==> config.mk <==
export PLATFORM = sky130hd
export DESIGN_NAME = shch_handler
export DESIGN_NICKNAME = d
export VERILOG_FILES = /design/src/logic/shch_pkg.sv /design/src/logic/shch_fifo.sv /design/src/logic/shch_handler.sv /design/src/logic/shch_uart.sv
export SDC_FILE = /design/constraint.sdc
export NUM_CORES = 1
export LEC_CHECK = 0
export ABC_AREA = 1
export BUFFER_PORTS_ARGS = -buffer_cell sky130_fd_sc_hd__buf_2
export CORE_ASPECT_RATIO = 1.25
export CORE_UTILIZATION = 43
export DETAILED_ROUTE_END_ITERATION = 6
export PLACE_DENSITY = 0.62
export SYNTH_ARGS = -nofsm -noshare
export SYNTH_HDL_FRONTEND = slang
export SYNTH_HIERARCHICAL = 1
export SYNTH_SLANG_ARGS = --single-unit
==> constraint.sdc <==
create_clock -name clk -period 3.8 [get_ports clk]
set_clock_uncertainty 0.05 [all_clocks]
set_input_delay 0.19 -clock clk [delete_from_list [all_inputs] [get_ports clk]]
set_output_delay 0.19 -clock clk [all_outputs]
set_load 0.01 [all_outputs]
==> src/logic/shch_pkg.sv <==
// Constants and types shared by the serial host command handler
// Contract
// - Frame is 8 data, 1 stop, no parity
// - 'a' sets auto, 'b' manual mode
// - 'c' starts host-timed counting immediately
// - 'd' starts counting timed by sample period
// - 'e' stops counting immediately
// - 'C' erases all buffered records
// - 'D' sends buffered record count; the code only ever reports 00 or 01
// - 'E' sends firmware part and revision
// - 'M' replies C, H or S state
// - 'T' sends four-character model identifier
// - 'A' sends and removes record, else '#'
// - No finished cycle or counting gives '#'
// - 'R' resends last sent record
// - 'h' standby: pump off, sensor off
// - 'g' active: pump on for purge
// - 'l' goes off-line, factory test only
// - 'U' answers regardless of select code
// - Select 128-191 cancels universal for good
// - Select value minus 128 is location number
// - Other select value deselects this device
// - Records are tagged ASCII data strings
`default_nettype none
package shch_pkg;
  // Command characters
  localparam logic [7:0] CMD_AUTO = 8'h61;
  localparam logic [7:0] CMD_MANUAL = 8'h62;
  localparam logic [7:0] CMD_START_HOST = 8'h63;
  localparam logic [7:0] CMD_START_TIMED = 8'h64;
  localparam logic [7:0] CMD_STOP = 8'h65;
  localparam logic [7:0] CMD_CLEAR = 8'h43;
  localparam logic [7:0] CMD_COUNT = 8'h44;
  localparam logic [7:0] CMD_FWREV = 8'h45;
  localparam logic [7:0] CMD_MODE = 8'h4D;
  localparam logic [7:0] CMD_MODEL = 8'h54;
  localparam logic [7:0] CMD_SEND = 8'h41;
  localparam logic [7:0] CMD_RESEND = 8'h52;
  localparam logic [7:0] CMD_STANDBY = 8'h68;
  localparam logic [7:0] CMD_ACTIVE = 8'h67;
  localparam logic [7:0] CMD_LOCAL = 8'h6C;
  localparam logic [7:0] CMD_UNIVERSAL = 8'h55;
  // Reply characters
  localparam logic [7:0] CH_COUNTING = 8'h43;
  localparam logic [7:0] CH_HOLDING = 8'h48;
  localparam logic [7:0] CH_STOPPED = 8'h53;
  localparam logic [7:0] CH_EMPTY = 8'h23;
  localparam logic [7:0] CH_ZERO = 8'h30;
  localparam logic [7:0] CH_CR = 8'h0D;
  // Select range 128..191
  localparam logic [1:0] SEL_TOP = 2'h2;
  localparam int SEL_TOP_MSB = 7;
  localparam int SEL_TOP_LSB = 6;
  // Serial timing
  localparam int CLK_HZ = 40000000;
  localparam int BAUD = 9600;
  localparam int BIT_CYCLES = CLK_HZ / BAUD;
  localparam int DATA_BITS = 8;
  localparam int STOP_BITS = 1;
  // Record geometry: three-char tag then six data chars
  localparam int TAG_CHARS = 3;
  localparam int ITEM_CHARS = 6;
  localparam int FIFO_DEPTH = 32;
  // Reply sources
  typedef enum logic [2:0] {
    SHCH_SRC_NONE = 3'b000,
    SHCH_SRC_CHAR = 3'b001,
    SHCH_SRC_COUNT = 3'b010,
    SHCH_SRC_ROM = 3'b011,
    SHCH_SRC_RECORD = 3'b100,
    SHCH_SRC_RESEND = 3'b101
  } shch_src_e;
endpackage : shch_pkg
`default_nettype wire

==> src/logic/shch_fifo.sv <==
// Parameterised first-word-fall-through FIFO for record characters
`default_nettype none
module shch_fifo #(
  parameter int WIDTH = 8,
  parameter int DEPTH = 32
) (
  input wire logic clk,
  input wire logic sys_rst,
  input wire logic flush,
  input wire logic [WIDTH-1:0] inData,
  input wire logic inValid,
  output logic inReady,
  output logic [WIDTH-1:0] outData,
  output logic outValid,
  input wire logic outReady,
  output logic [$clog2(DEPTH):0] level
);
  localparam int AW = $clog2(DEPTH);
  // Storage array
  logic [WIDTH-1:0] mem [DEPTH];
  logic [AW-1:0] wrPtr;
  logic [AW-1:0] rdPtr;
  logic doWrite;
  logic doRead;

  // Full and empty come straight from the occupancy count
  assign inReady = (level != (AW+1)'(DEPTH));
  assign outValid = (level != '0);
  assign outData = mem[rdPtr];
  assign doWrite = inValid && inReady;
  assign doRead = outValid && outReady;

  // Write side
  always_ff @(posedge clk) begin
    if (doWrite) begin
      mem[wrPtr] <= inData;
    end
  end

  // Pointers and level; flush empties at once
  always_ff @(posedge clk) begin
    if (sys_rst || flush) begin
      wrPtr <= '0;
      rdPtr <= '0;
      level <= '0;
    end else begin
      if (doWrite) begin
        wrPtr <= wrPtr + 1'b1;
      end
      if (doRead) begin
        rdPtr <= rdPtr + 1'b1;
      end
      level <= level + (AW+1)'(doWrite) - (AW+1)'(doRead);
    end
  end
endmodule : shch_fifo
`default_nettype wire

==> src/logic/shch_handler.sv <==
// Top of the serial host command handler: decode, selection, replies
`default_nettype none
module shch_handler #(
  parameter int BIT_CYCLES = shch_pkg::BIT_CYCLES,
  parameter int FIFO_DEPTH = shch_pkg::FIFO_DEPTH,
  // Arbitrary neutral identity values
  parameter logic [31:0] MODEL_ID = 32'h4D4F4431,
  parameter logic [47:0] FW_ID = 48'h465730303141
) (
  input wire logic clk,
  input wire logic sys_rst,
  input wire logic rxPin,
  output logic txPin,
  input wire logic [5:0] locationNumber,
  input wire logic [7:0] recData,
  input wire logic recValid,
  output logic recReady,
  input wire logic cycleDone,
  input wire logic holding,
  output logic autoMode,
  output logic countRun,
  output logic countTimed,
  output logic pumpOn,
  output logic sensorOn,
  output logic offLine,
  output logic selected,
  output logic universal
);
  localparam int LW = $clog2(FIFO_DEPTH) + 1;
  logic [7:0] rxData;
  logic rxStrobe;
  logic [7:0] txData;
  logic txValid;
  logic txReady;
  logic [7:0] fifoData;
  logic fifoValid;
  logic fifoReady;
  logic [LW-1:0] fifoLevel;
  logic fifoFlush;
  logic anyDone;
  logic [7:0] recLen;
  logic [7:0] lastRec [FIFO_DEPTH];
  logic [7:0] lastLen;
  logic [7:0] idx;
  logic [7:0] replyChar;
  logic [7:0] countVal;
  logic isSelect;
  logic listening;
  shch_pkg::shch_src_e src;
  logic romModel; // Set while the model string is walked, clear for firmware
  logic univLocked; // A select code was seen; 'U' stays dead until reset

  // Byte in the 128..191 select window
  function automatic logic sel_code(input logic [7:0] b);
    sel_code = (b[shch_pkg::SEL_TOP_MSB:shch_pkg::SEL_TOP_LSB] == shch_pkg::SEL_TOP);
  endfunction : sel_code

  // Decimal digit to ASCII
  function automatic logic [7:0] dig(input logic [7:0] v);
    dig = shch_pkg::CH_ZERO + v;
  endfunction : dig

  shch_uart #(
    .BIT_CYCLES(BIT_CYCLES)
  ) uUart (
    .clk(clk),
    .sys_rst(sys_rst),
    .rxPin(rxPin),
    .txPin(txPin),
    .rxData(rxData),
    .rxStrobe(rxStrobe),
    .txData(txData),
    .txValid(txValid),
    .txReady(txReady)
  );

  // Record characters wait here until a host asks for them
  shch_fifo #(
    .WIDTH(8),
    .DEPTH(FIFO_DEPTH)
  ) uFifo (
    .clk(clk),
    .sys_rst(sys_rst),
    .flush(fifoFlush),
    .inData(recData),
    .inValid(recValid),
    .inReady(recReady),
    .outData(fifoData),
    .outValid(fifoValid),
    .outReady(fifoReady),
    .level(fifoLevel)
  );

  assign isSelect = rxStrobe && sel_code(rxData);
  assign listening = rxStrobe && !isSelect && (selected || universal) && !offLine
    && src == shch_pkg::SHCH_SRC_NONE;

  // cleared by any select, rearmed only by reset
  always_ff @(posedge clk) begin
    if (sys_rst) begin
      universal <= 1'b0;
      univLocked <= 1'b0;
    end else if (isSelect) begin
      // Any select code disarms 'U' until the next reset
      universal <= 1'b0;
      univLocked <= 1'b1;
    end else if (rxStrobe && rxData == shch_pkg::CMD_UNIVERSAL && !univLocked && !offLine) begin
      // Still armed: taken whether this device is addressed or not
      universal <= 1'b1;
    end
  end

  // match value minus 128 to location
  always_ff @(posedge clk) begin
    if (sys_rst) begin
      selected <= 1'b0;
    end else if (isSelect) begin
      selected <= (rxData[5:0] == locationNumber);
    end
  end

  always_ff @(posedge clk) begin
    if (sys_rst) begin
      autoMode <= 1'b0;
    end else if (listening && rxData == shch_pkg::CMD_AUTO) begin
      autoMode <= 1'b1;
    end else if (listening && rxData == shch_pkg::CMD_MANUAL) begin
      autoMode <= 1'b0;
    end
  end

  // Counting control; the cycle timer outside ends timed runs
  always_ff @(posedge clk) begin
    if (sys_rst) begin
      countRun <= 1'b0;
      countTimed <= 1'b0;
    end else if (listening && rxData == shch_pkg::CMD_START_HOST) begin
      countRun <= 1'b1;
      countTimed <= 1'b0;
    end else if (listening && rxData == shch_pkg::CMD_START_TIMED) begin
      countRun <= 1'b1;
      countTimed <= 1'b1;
    end else if (listening && rxData == shch_pkg::CMD_STOP) begin
      countRun <= 1'b0;
      countTimed <= 1'b0;
    end else if (cycleDone && countTimed) begin
      countRun <= 1'b0;
      countTimed <= 1'b0;
    end
  end

  // Power and line state
  always_ff @(posedge clk) begin
    if (sys_rst) begin
      pumpOn <= 1'b1;
      sensorOn <= 1'b1;
      offLine <= 1'b0;
    end else if (listening && rxData == shch_pkg::CMD_STANDBY) begin
      // standby powers down pump and sensor
      pumpOn <= 1'b0;
      sensorOn <= 1'b0;
    end else if (listening && rxData == shch_pkg::CMD_ACTIVE) begin
      pumpOn <= 1'b1;
      sensorOn <= 1'b1;
    end else if (listening && rxData == shch_pkg::CMD_LOCAL) begin
      offLine <= 1'b1;
    end
  end

  always_ff @(posedge clk) begin
    if (sys_rst) begin
      anyDone <= 1'b0;
    end else if (cycleDone) begin
      anyDone <= 1'b1;
    end
  end

  // Records delimited by cycleDone; count them with a bound
  always_ff @(posedge clk) begin
    if (sys_rst || fifoFlush) begin
      recLen <= '0;
    end else if (cycleDone) begin
      recLen <= 8'(fifoLevel);
    end else if (src == shch_pkg::SHCH_SRC_RECORD && fifoValid && txReady
      && idx + 8'h01 == recLen) begin
      // A fully sent record no longer counts as buffered
      recLen <= '0;
    end
  end

  assign fifoFlush = listening && rxData == shch_pkg::CMD_CLEAR;

  // Reply sequencer: one character at a time into the transmitter
  always_ff @(posedge clk) begin
    if (sys_rst) begin
      src <= shch_pkg::SHCH_SRC_NONE;
      idx <= '0;
      replyChar <= '0;
      countVal <= '0;
      romModel <= 1'b0;
    end else if (src == shch_pkg::SHCH_SRC_NONE) begin
      idx <= '0;
      if (listening) begin
        case (rxData)
          shch_pkg::CMD_MODE: begin
            src <= shch_pkg::SHCH_SRC_CHAR;
            replyChar <= countRun ? (holding ? shch_pkg::CH_HOLDING : shch_pkg::CH_COUNTING)
              : shch_pkg::CH_STOPPED;
          end
          shch_pkg::CMD_COUNT: begin
            // buffered record count as two digits, only ever 00 or 01
            src <= shch_pkg::SHCH_SRC_COUNT;
            countVal <= (anyDone && recLen != '0) ? 8'h01 : 8'h00;
          end
          shch_pkg::CMD_FWREV: begin
            src <= shch_pkg::SHCH_SRC_ROM;
            idx <= 8'h06;
            romModel <= 1'b0;
          end
          shch_pkg::CMD_MODEL: begin
            src <= shch_pkg::SHCH_SRC_ROM;
            idx <= 8'h04;
            romModel <= 1'b1;
          end
          shch_pkg::CMD_SEND: begin
            // none while counting or before first cycle
            if (anyDone && !countRun && recLen != '0 && fifoValid) begin
              src <= shch_pkg::SHCH_SRC_RECORD;
            end else begin
              src <= shch_pkg::SHCH_SRC_CHAR;
              replyChar <= shch_pkg::CH_EMPTY;
            end
          end
          shch_pkg::CMD_RESEND: begin
            // only the latest record is kept
            if (lastLen != '0) begin
              src <= shch_pkg::SHCH_SRC_RESEND;
            end else begin
              src <= shch_pkg::SHCH_SRC_CHAR;
              replyChar <= shch_pkg::CH_EMPTY;
            end
          end
          default: begin
            src <= shch_pkg::SHCH_SRC_NONE;
          end
        endcase
      end
    end else if (txValid && txReady) begin
      case (src)
        shch_pkg::SHCH_SRC_CHAR: begin
          src <= shch_pkg::SHCH_SRC_NONE;
        end
        shch_pkg::SHCH_SRC_COUNT: begin
          idx <= idx + 8'h01;
          if (idx == 8'h01) begin
            src <= shch_pkg::SHCH_SRC_NONE;
          end
        end
        shch_pkg::SHCH_SRC_ROM: begin
          idx <= idx - 8'h01;
          if (idx == 8'h01) begin
            src <= shch_pkg::SHCH_SRC_NONE;
          end
        end
        shch_pkg::SHCH_SRC_RECORD: begin
          idx <= idx + 8'h01;
          if (idx + 8'h01 == recLen) begin
            src <= shch_pkg::SHCH_SRC_NONE;
          end
        end
        shch_pkg::SHCH_SRC_RESEND: begin
          idx <= idx + 8'h01;
          if (idx + 8'h01 == lastLen) begin
            src <= shch_pkg::SHCH_SRC_NONE;
          end
        end
        default: begin
          src <= shch_pkg::SHCH_SRC_NONE;
        end
      endcase
    end
  end

  // record bytes pass through in stored order
  assign fifoReady = (src == shch_pkg::SHCH_SRC_RECORD) && txReady;

  // Copy of the record being sent, kept for resend
  always_ff @(posedge clk) begin
    if (src == shch_pkg::SHCH_SRC_RECORD && txReady && fifoValid) begin
      lastRec[idx[$clog2(FIFO_DEPTH)-1:0]] <= fifoData;
    end
  end

  // Length of the last record sent
  always_ff @(posedge clk) begin
    if (sys_rst) begin
      lastLen <= '0;
    end else if (src == shch_pkg::SHCH_SRC_RECORD && txReady && idx + 8'h01 == recLen) begin
      lastLen <= recLen;
    end
  end

  // Character presented to the transmitter
  always_comb begin
    txValid = 1'b0;
    txData = '0;
    case (src)
      shch_pkg::SHCH_SRC_CHAR: begin
        txValid = 1'b1;
        txData = replyChar;
      end
      shch_pkg::SHCH_SRC_COUNT: begin
        txValid = 1'b1;
        txData = (idx == '0) ? shch_pkg::CH_ZERO : dig(countVal);
      end
      shch_pkg::SHCH_SRC_ROM: begin
        txValid = 1'b1;
        // The decode remembers which string is being walked
        txData = romModel ? MODEL_ID[8*idx-1 -: 8] : FW_ID[8*idx-1 -: 8];
      end
      shch_pkg::SHCH_SRC_RECORD: begin
        txValid = fifoValid;
        txData = fifoData;
      end
      shch_pkg::SHCH_SRC_RESEND: begin
        txValid = 1'b1;
        txData = lastRec[idx[$clog2(FIFO_DEPTH)-1:0]];
      end
      default: begin
        txValid = 1'b0;
      end
    endcase
  end
endmodule : shch_handler
`default_nettype wire

==> src/logic/shch_uart.sv <==
// Fixed 8N1 serial receiver and transmitter
`default_nettype none
module shch_uart #(
  parameter int BIT_CYCLES = shch_pkg::BIT_CYCLES
) (
  input wire logic clk,
  input wire logic sys_rst,
  input wire logic rxPin,
  output logic txPin,
  output logic [7:0] rxData,
  output logic rxStrobe,
  input wire logic [7:0] txData,
  input wire logic txValid,
  output logic txReady
);
  localparam int CW = $clog2(BIT_CYCLES + 1);
  localparam logic [CW-1:0] BIT_LAST = CW'(BIT_CYCLES - 1);
  localparam logic [CW-1:0] HALF_BIT = CW'(BIT_CYCLES / 2);
  // Frame is start, 8 data, 1 stop: ten slots
  localparam logic [3:0] FRAME_SLOTS = 4'(shch_pkg::DATA_BITS + shch_pkg::STOP_BITS + 1);
  logic rxMeta;
  logic rxSync;
  logic rxBusy;
  logic [CW-1:0] rxTimer;
  logic [3:0] rxSlot;
  logic [7:0] rxShift;
  logic txBusy;
  logic [CW-1:0] txTimer;
  logic [3:0] txSlot;
  logic [9:0] txShift;

  // Two-stage synchroniser on the pin
  always_ff @(posedge clk) begin
    if (sys_rst) begin
      rxMeta <= 1'b1;
      rxSync <= 1'b1;
    end else begin
      rxMeta <= rxPin;
      rxSync <= rxMeta;
    end
  end

  always_ff @(posedge clk) begin
    if (sys_rst) begin
      rxBusy <= 1'b0;
      rxTimer <= '0;
      rxSlot <= '0;
      rxShift <= '0;
      rxData <= '0;
      rxStrobe <= 1'b0;
    end else begin
      rxStrobe <= 1'b0;
      if (!rxBusy) begin
        // Wait for a start edge, sample mid-bit afterwards
        if (!rxSync) begin
          rxBusy <= 1'b1;
          rxTimer <= HALF_BIT;
          rxSlot <= '0;
        end
      end else if (rxTimer != '0) begin
        rxTimer <= rxTimer - 1'b1;
      end else begin
        rxTimer <= BIT_LAST;
        rxSlot <= rxSlot + 1'b1;
        if (rxSlot == '0 && rxSync) begin
          // False start: glitch shorter than half a bit
          rxBusy <= 1'b0;
        end else if (rxSlot == FRAME_SLOTS - 4'h1) begin
          // Stop slot: a framing error drops the byte
          rxBusy <= 1'b0;
          if (rxSync) begin
            rxData <= rxShift;
            rxStrobe <= 1'b1;
          end
        end else if (rxSlot != '0) begin
          rxShift <= {rxSync, rxShift[7:1]};
        end
      end
    end
  end

  assign txReady = !txBusy;

  always_ff @(posedge clk) begin
    if (sys_rst) begin
      txBusy <= 1'b0;
      txTimer <= '0;
      txSlot <= '0;
      txShift <= '1;
      txPin <= 1'b1;
    end else if (!txBusy) begin
      txPin <= 1'b1;
      if (txValid) begin
        txBusy <= 1'b1;
        txShift <= {1'b1, txData, 1'b0};
        txTimer <= BIT_LAST;
        txSlot <= '0;
        txPin <= 1'b0;
      end
    end else if (txTimer != '0) begin
      txTimer <= txTimer - 1'b1;
    end else begin
      txTimer <= BIT_LAST;
      txSlot <= txSlot + 1'b1;
      if (txSlot == FRAME_SLOTS - 4'h1) begin
        txBusy <= 1'b0;
        txPin <= 1'b1;
      end else begin
        txPin <= txShift[txSlot + 4'h1];
      end
    end
  end
endmodule : shch_uart
`default_nettype wire

# Word-level counts from Yosys, hierarchy flattened
# Memory sizes are Yosys's and may differ from the RTL's. A register that Yosys moved wholly into a read port is not among the register bits.
# Cells that the tools add are included.
op_classes:
  magnitude_cmp: 1
  n_eq_ne: 38
  n_reduce_logical: 75
  n_shift: 2
  n_bitwise: 7
  add_sub_neg: 12
  n_mux: 72
op_table:
  columns: ["operator", "n"]
  rows:
  - ["$eq 8x7->1 const B", 16]
  - ["$mux 13", 6]
  - ["$shiftx 55x33->8 const A", 1]
  - ["$mux 8", 6]
  - ["$pmux 8 s5", 1]
  - ["$shiftx 39x33->8 const A", 1]
  - ["$logic_and 1x1->1", 31]
  - ["$mux 1", 28]
  - ["$mux 4", 7]
  - ["$mux 3", 9]
  - ["$reduce_bool 13->1", 2]
  - ["$sub 13x1->13 const B", 2]
  - ["$mux 5", 5]
  - ["$pmux 8 s3", 1]
  - ["$reduce_and 5->1", 4]
  - ["$eq 8x6->1", 2]
  - ["$pmux 8 s2", 1]
  - ["$reduce_bool 8->1", 2]
  - ["$pmux 3 s5", 1]
  - ["$mux 6", 2]
  - ["$ne 2x2->1 const B", 6]
  - ["$reduce_bool 2->1", 6]
  - ["$sub 11x1->12 const B", 1]
  - ["$add 5x1->5 const B", 2]
  - ["36 further kinds", 64]
word_totals:
  n_memories: 2
  ramBits: 512
  ff_bits: 130
memory_table:
  columns: ["memory", "depth", "word_bits", "rd", "rd_ports_with_merged_regs", "wr", "line_no", "rtl"]
  rows:
  - ["lastRec", 32, 8, 1, 1, 1, "shch_handler.sv:42", "logic [7:0] lastRec [FIFO_DEPTH];"]
  - ["uFifo.mem", 32, 8, 1, 1, 1, "shch_fifo.sv:20", "logic [WIDTH-1:0] mem [DEPTH];"]

# Longest topological paths before layout
depth:
  depth_word: 11
  ltp_mapped: 17
  mapped_depth_nobuf: 16

# Modules after synthesis
# The synthesis kept the hierarchy.
by_module_without_submodules:
  columns: ["module", "cells_per_inst", "area_each_um2", "instances"]
  rows:
  - ["shch_handler", 1281, 13305.3, 1]
  - ["shch_fifo", 1035, 11614.9, 1]
  - ["shch_uart", 501, 3409.5, 1]

# Worst setup path before layout
# Ideal clock, no wire load.
synth_path:
  kind: "register -> register"
  startpoint: "register src[1]"
  endpoint: "register uFifo.level[4]"
  t_arrival_ns: 2.496
  n_path_buf: 0
  t_required_ns: 3.680
  path_stages_with_launch: 16
  setup_time_ns: 0.070
  synth_period_minus_slack_ns: 2.616
  path_slack_ns: 1.184
  cell_sequence: "dfxtp_1 nor2_4 inv_2 nor2_4 inv_2 nor2_4 nand2_1 inv_1 ha_1 inv_1 ha_1 inv_1 fa_1 o31ai_1 o21ai_0 a21oi_1"
synth_between:
  elab_chain_len: 4
  elab_cells_between_ends: 8
synth_lines:
  columns: ["element", "line_no", "rtl"]
  rows:
  - ["from (decl)", "shch_handler.sv:49", "shch_pkg::shch_src_e src;"]
  - ["from (signal assigned)", "shch_handler.sv:196", "src <= shch_pkg::SHCH_SRC_NONE;"]
  - ["from (signal assigned)", "shch_handler.sv:206", "src <= shch_pkg::SHCH_SRC_CHAR;"]
  - ["from (signal assigned)", "shch_handler.sv:212", "src <= shch_pkg::SHCH_SRC_COUNT;"]
  - ["$eq 3x3->1", "shch_handler.sv:285", "assign fifoReady = (src == shch_pkg::SHCH_SRC_RECORD) && txReady;"]
  - ["$logic_and 1x1->1", "shch_handler.sv:285", null]
  - ["net fifoReady", "shch_handler.sv:37", "logic fifoReady;"]
  - ["$logic_and 1x1->1", "shch_fifo.sv:31", "assign doRead = outValid && outReady;"]
  - ["$sub 6x1->6", "shch_fifo.sv:53", "level <= level + (AW+1)'(doWrite) - (AW+1)'(doRead);"]
  - ["to (signal assigned)", "shch_fifo.sv:53", null]
  - ["to (decl)", "shch_fifo.sv:16", "output logic [$clog2(DEPTH):0] level"]
# The timed path passes the listed nets, and every way through them passes these cells.
# A chain may end at the register's enable or synchronous reset.

# Worst setup path in the final report
# Ends and elaborated chain as after synthesis.

==> impl_metrics.yaml <==
pwr:
  p_switching_mw: 7.37
  powerDensity_mw_per_mm2: 666
  ir_worst_vdd_v: 0.000483
  internal_power_mw: 13.4
  total_power_mw: 20.7
  p_leak_nw: 11.4
  seqPwrFrac: 0.413
  switching_share: 0.355
  p_clk_frac: 0.287
  p_comb_frac: 0.299
cts:
  cts.htree.levels: 2
  cts_buffer_depth: 3
  cts_tree: "built"
  cts_root_buf: "clkbuf_16"
  clkSinkCount: 642
  postCtsSetupBuffers: 0
  clock_latency_ps: 640
  clk_pin_slew_ps: 70
  cts_buffers: 61
die:
  die_x_um: 232
  io_pins: 30
  die_h_um: 289
  dieArea_mm2: 0.0669
  initial_core_util: 0.437
  core_mm2: 0.0648
  std_cell_rows: 104
sta:
  setup_viol: 0
  min_period_ps: 3000
  max_freq_ghz: 0.333
  setup_tns_ps: 0
  relSlewSlack: 0.249
  tightest_slew_ps: 1120
  hold_viol: 0
  finalMaxSlewViolations: 0
  rsz0062_at_grt: "false"
  post-route-period-util: 0.789
critical_path:
  setup.worst_path.start_class: "flop"
  r2r-end: "uFifo/level[4]"
  regToRegStartpoint: "src[1]"
  cp.required_ps: 4320
  r2r_slack_ps: 800
  cp.arrival_ps: 3520
  r2r.worst_path.cells: 15
  path_max_fanout: 10
  critPathCaptureType: "flop"
  crit_type: "reg -> reg"
grt:
  grt_pass1_vias: 19500
  grt_max_degree: 129
  gr-total-overflow: 0
  antenna_found_initial: 0
  grt_pass1_wl_um: 107000
  grt_use_total: 0.204
synth:
  synthSimpleGateAreaFrac: 0.223
  ys_seq_elements: 642
  yosysWarnings: 6
  synth_cell_types: 57
  synth_top_family_by_area: "simple AND/OR/NAND/NOR gates"
  avgSynthCellArea_um2: 10.1
  yosys-mux-area-fraction: 0
  synth_top_area_frac: 0.543
  yosys.area.top_type: "edfxtp_1"
  yosysSeqAreaShare: 0.635
  synth_compound_area_frac: 0.0700
  synth_cells: 2817
  synth_fa_ha_area_frac: 0.0135
  synth-xor-area-share: 0.00711
  ys_top_cells_by_area: "edfxtp_1 54%, nand2_1 9.2%, dfxtp_1 9.2%"
  synth_nets: 2867
  syn_area_mm2: 0.0283
cells_and_area:
  nets: 2873
  mostFrequentLayoutCells: "696 x nand2_1, 512 x edfxtp_1, 353 x nand3_1, 334 x nor2_1, 157 x inv_1"
  final_common_cell: "nand2_1"
  area_delta_synth_final_pct: 9.92
  drive_gt1_frac: 0.0804
  num_antenna_cells: 0
drt:
  drtIter0Drc: 1708
  via_per_inst: 5.34
  routed_wl_um: 68100
  post_drt_wl_per_cell_um: 18.3
  drc: 0
  vias: 19900
  ant_nets: 0
  drtPass1Iterations: 6
job:
  cap_violations: 0
worst_hold_path:
  min_to: "uFifo/mem[3][7]"
  holdPathStages: 1
  hold_path_class: "in -> reg"
  worstHoldStart: "recData[7]"
outcome:
  status: "completed"
placed_design:
  gp_congestion: 0.893
  io_buffers: 29
  detailed_place_hpwl_um: 42800
layer usage:
layer | track usage | wire length [µm] | share of wire | vias up
met2 | 0.364 | 34800 | 0.51 | 524
met1 | 0.251 | 27800 | 0.41 | 9583
met3 | 0.0229 | 3150 | 0.046 | 119
li1 | - | - | - | 9654
met4 | 0.0806 | 2310 | 0.034 | 0
met5 | 0 | 0 | 0 | -
how the worst max path moves through the flow:
stage	slack, ps	to	start
floorplan	1180	uFifo/level[4]	src[1]
global route	510	uFifo/level[4]	src[2]
CTS	820	uFifo/level[4]	src[1]
global placement	900	uFifo/level[4]	src[1]
detailed placement	840	uFifo/level[4]	src[1]
finish	800	uFifo/level[4]	src[1]
through the flow:
| stage | setup WS, ps | instance area [µm²] | util | cells | hold slack (ps) |
|---|---|---|---|---|---|
| floorplan | 1180 | 28300 | - | 2817 | 239 |
| global placement | 896 | 29100 | 0.449 | 3600 | 323 |
| detailed placement | 844 | 29100 | 0.449 | 3600 | 329 |
| CTS | 820 | 31100 | 0.481 | 3721 | 45.0 |
| global route | 510 | 31100 | 0.481 | 3721 | 60.9 |
| finish | 800 | 31100 | 0.481 | 3721 | 67.7 |
flip-flops by register name (all words and copies together), names as in the netlist, 8 cells and up, named ones only:
register	count
uUart/txShift	9
uUart/txTimer	13
uUart/rxData	8
lastRec	256
uUart/rxTimer	13
uFifo/mem	256
uUart/rxShift	8
idx	8
critical path, cell delays in order (launching register included):
cell     delay (ps)
dfxtp_1         400
nor2_4          150
inv_2            50
nor2_4          200
inv_2            70
nor2_4          120
nand2_1         140
inv_1           200
ha_1            260
inv_1            50
ha_1            170
inv_1            60
fa_1            410
o31ai_1         330
o21ai_0         120
a21oi_1         120
cells by family after synthesis:
kind of cell,after synthesis
and+or+nand+nor,1467
DFF,642
AOI/OAI and AO/OA,341
adders and majority gates,30
buffers and inverters,314
xor gates and xnor gates,23
power groups by stage:
stage                     logic, mW  clock network, mW  registers, mW
after floorplan                4.40                  0           8.58
after global placement         6.06                  0           8.70
after detailed placement       6.18                  0           8.71
after global routing           6.89               6.31           8.60
after CTS                      6.21               6.06           8.56
final                          6.21               5.96           8.57
synth_stat cells, drive strengths merged:
cell type and n:
nor2 355, xnor2 7, a21o 1, o2111ai 1, a211oi 3, buf 76
xor2 16, fa 1, o21a 4, edfxtp 512, a22oi 1, o21bai 2
nor4 1, a22o 1, nand3b 1, o211ai 27, dfxtp 130, nand3 357
or2 5, ha 29, o21ai 153, a21oi 100, nor3 15, inv 182
nand2 712, o22ai 1, clkbuf 52, nand4 19, a31oi 5, and2 1
a41oi 1, o221ai 32, nor3b 1, clkinv 4, o2bb2ai 1, o31ai 8
layout make-up:
class | count | area [µm²]
clock buffers | 82 | 1650
clock inverters | 31 | 304
fillers | 5965 | 33700
inverters | 186 | 703
multi-input cells | 1861 | 8880
flip-flops and latches | 642 | 18000
well taps | 848 | 1060
repair buffers | 71 | 556
what timing repair did:
action	4_1_cts	5_1_grt
endpoints found under the hold margin	25	0
hold buffers	8	0
resized for setup	0	0
Note: power is estimated with default switching activity, not from simulation.
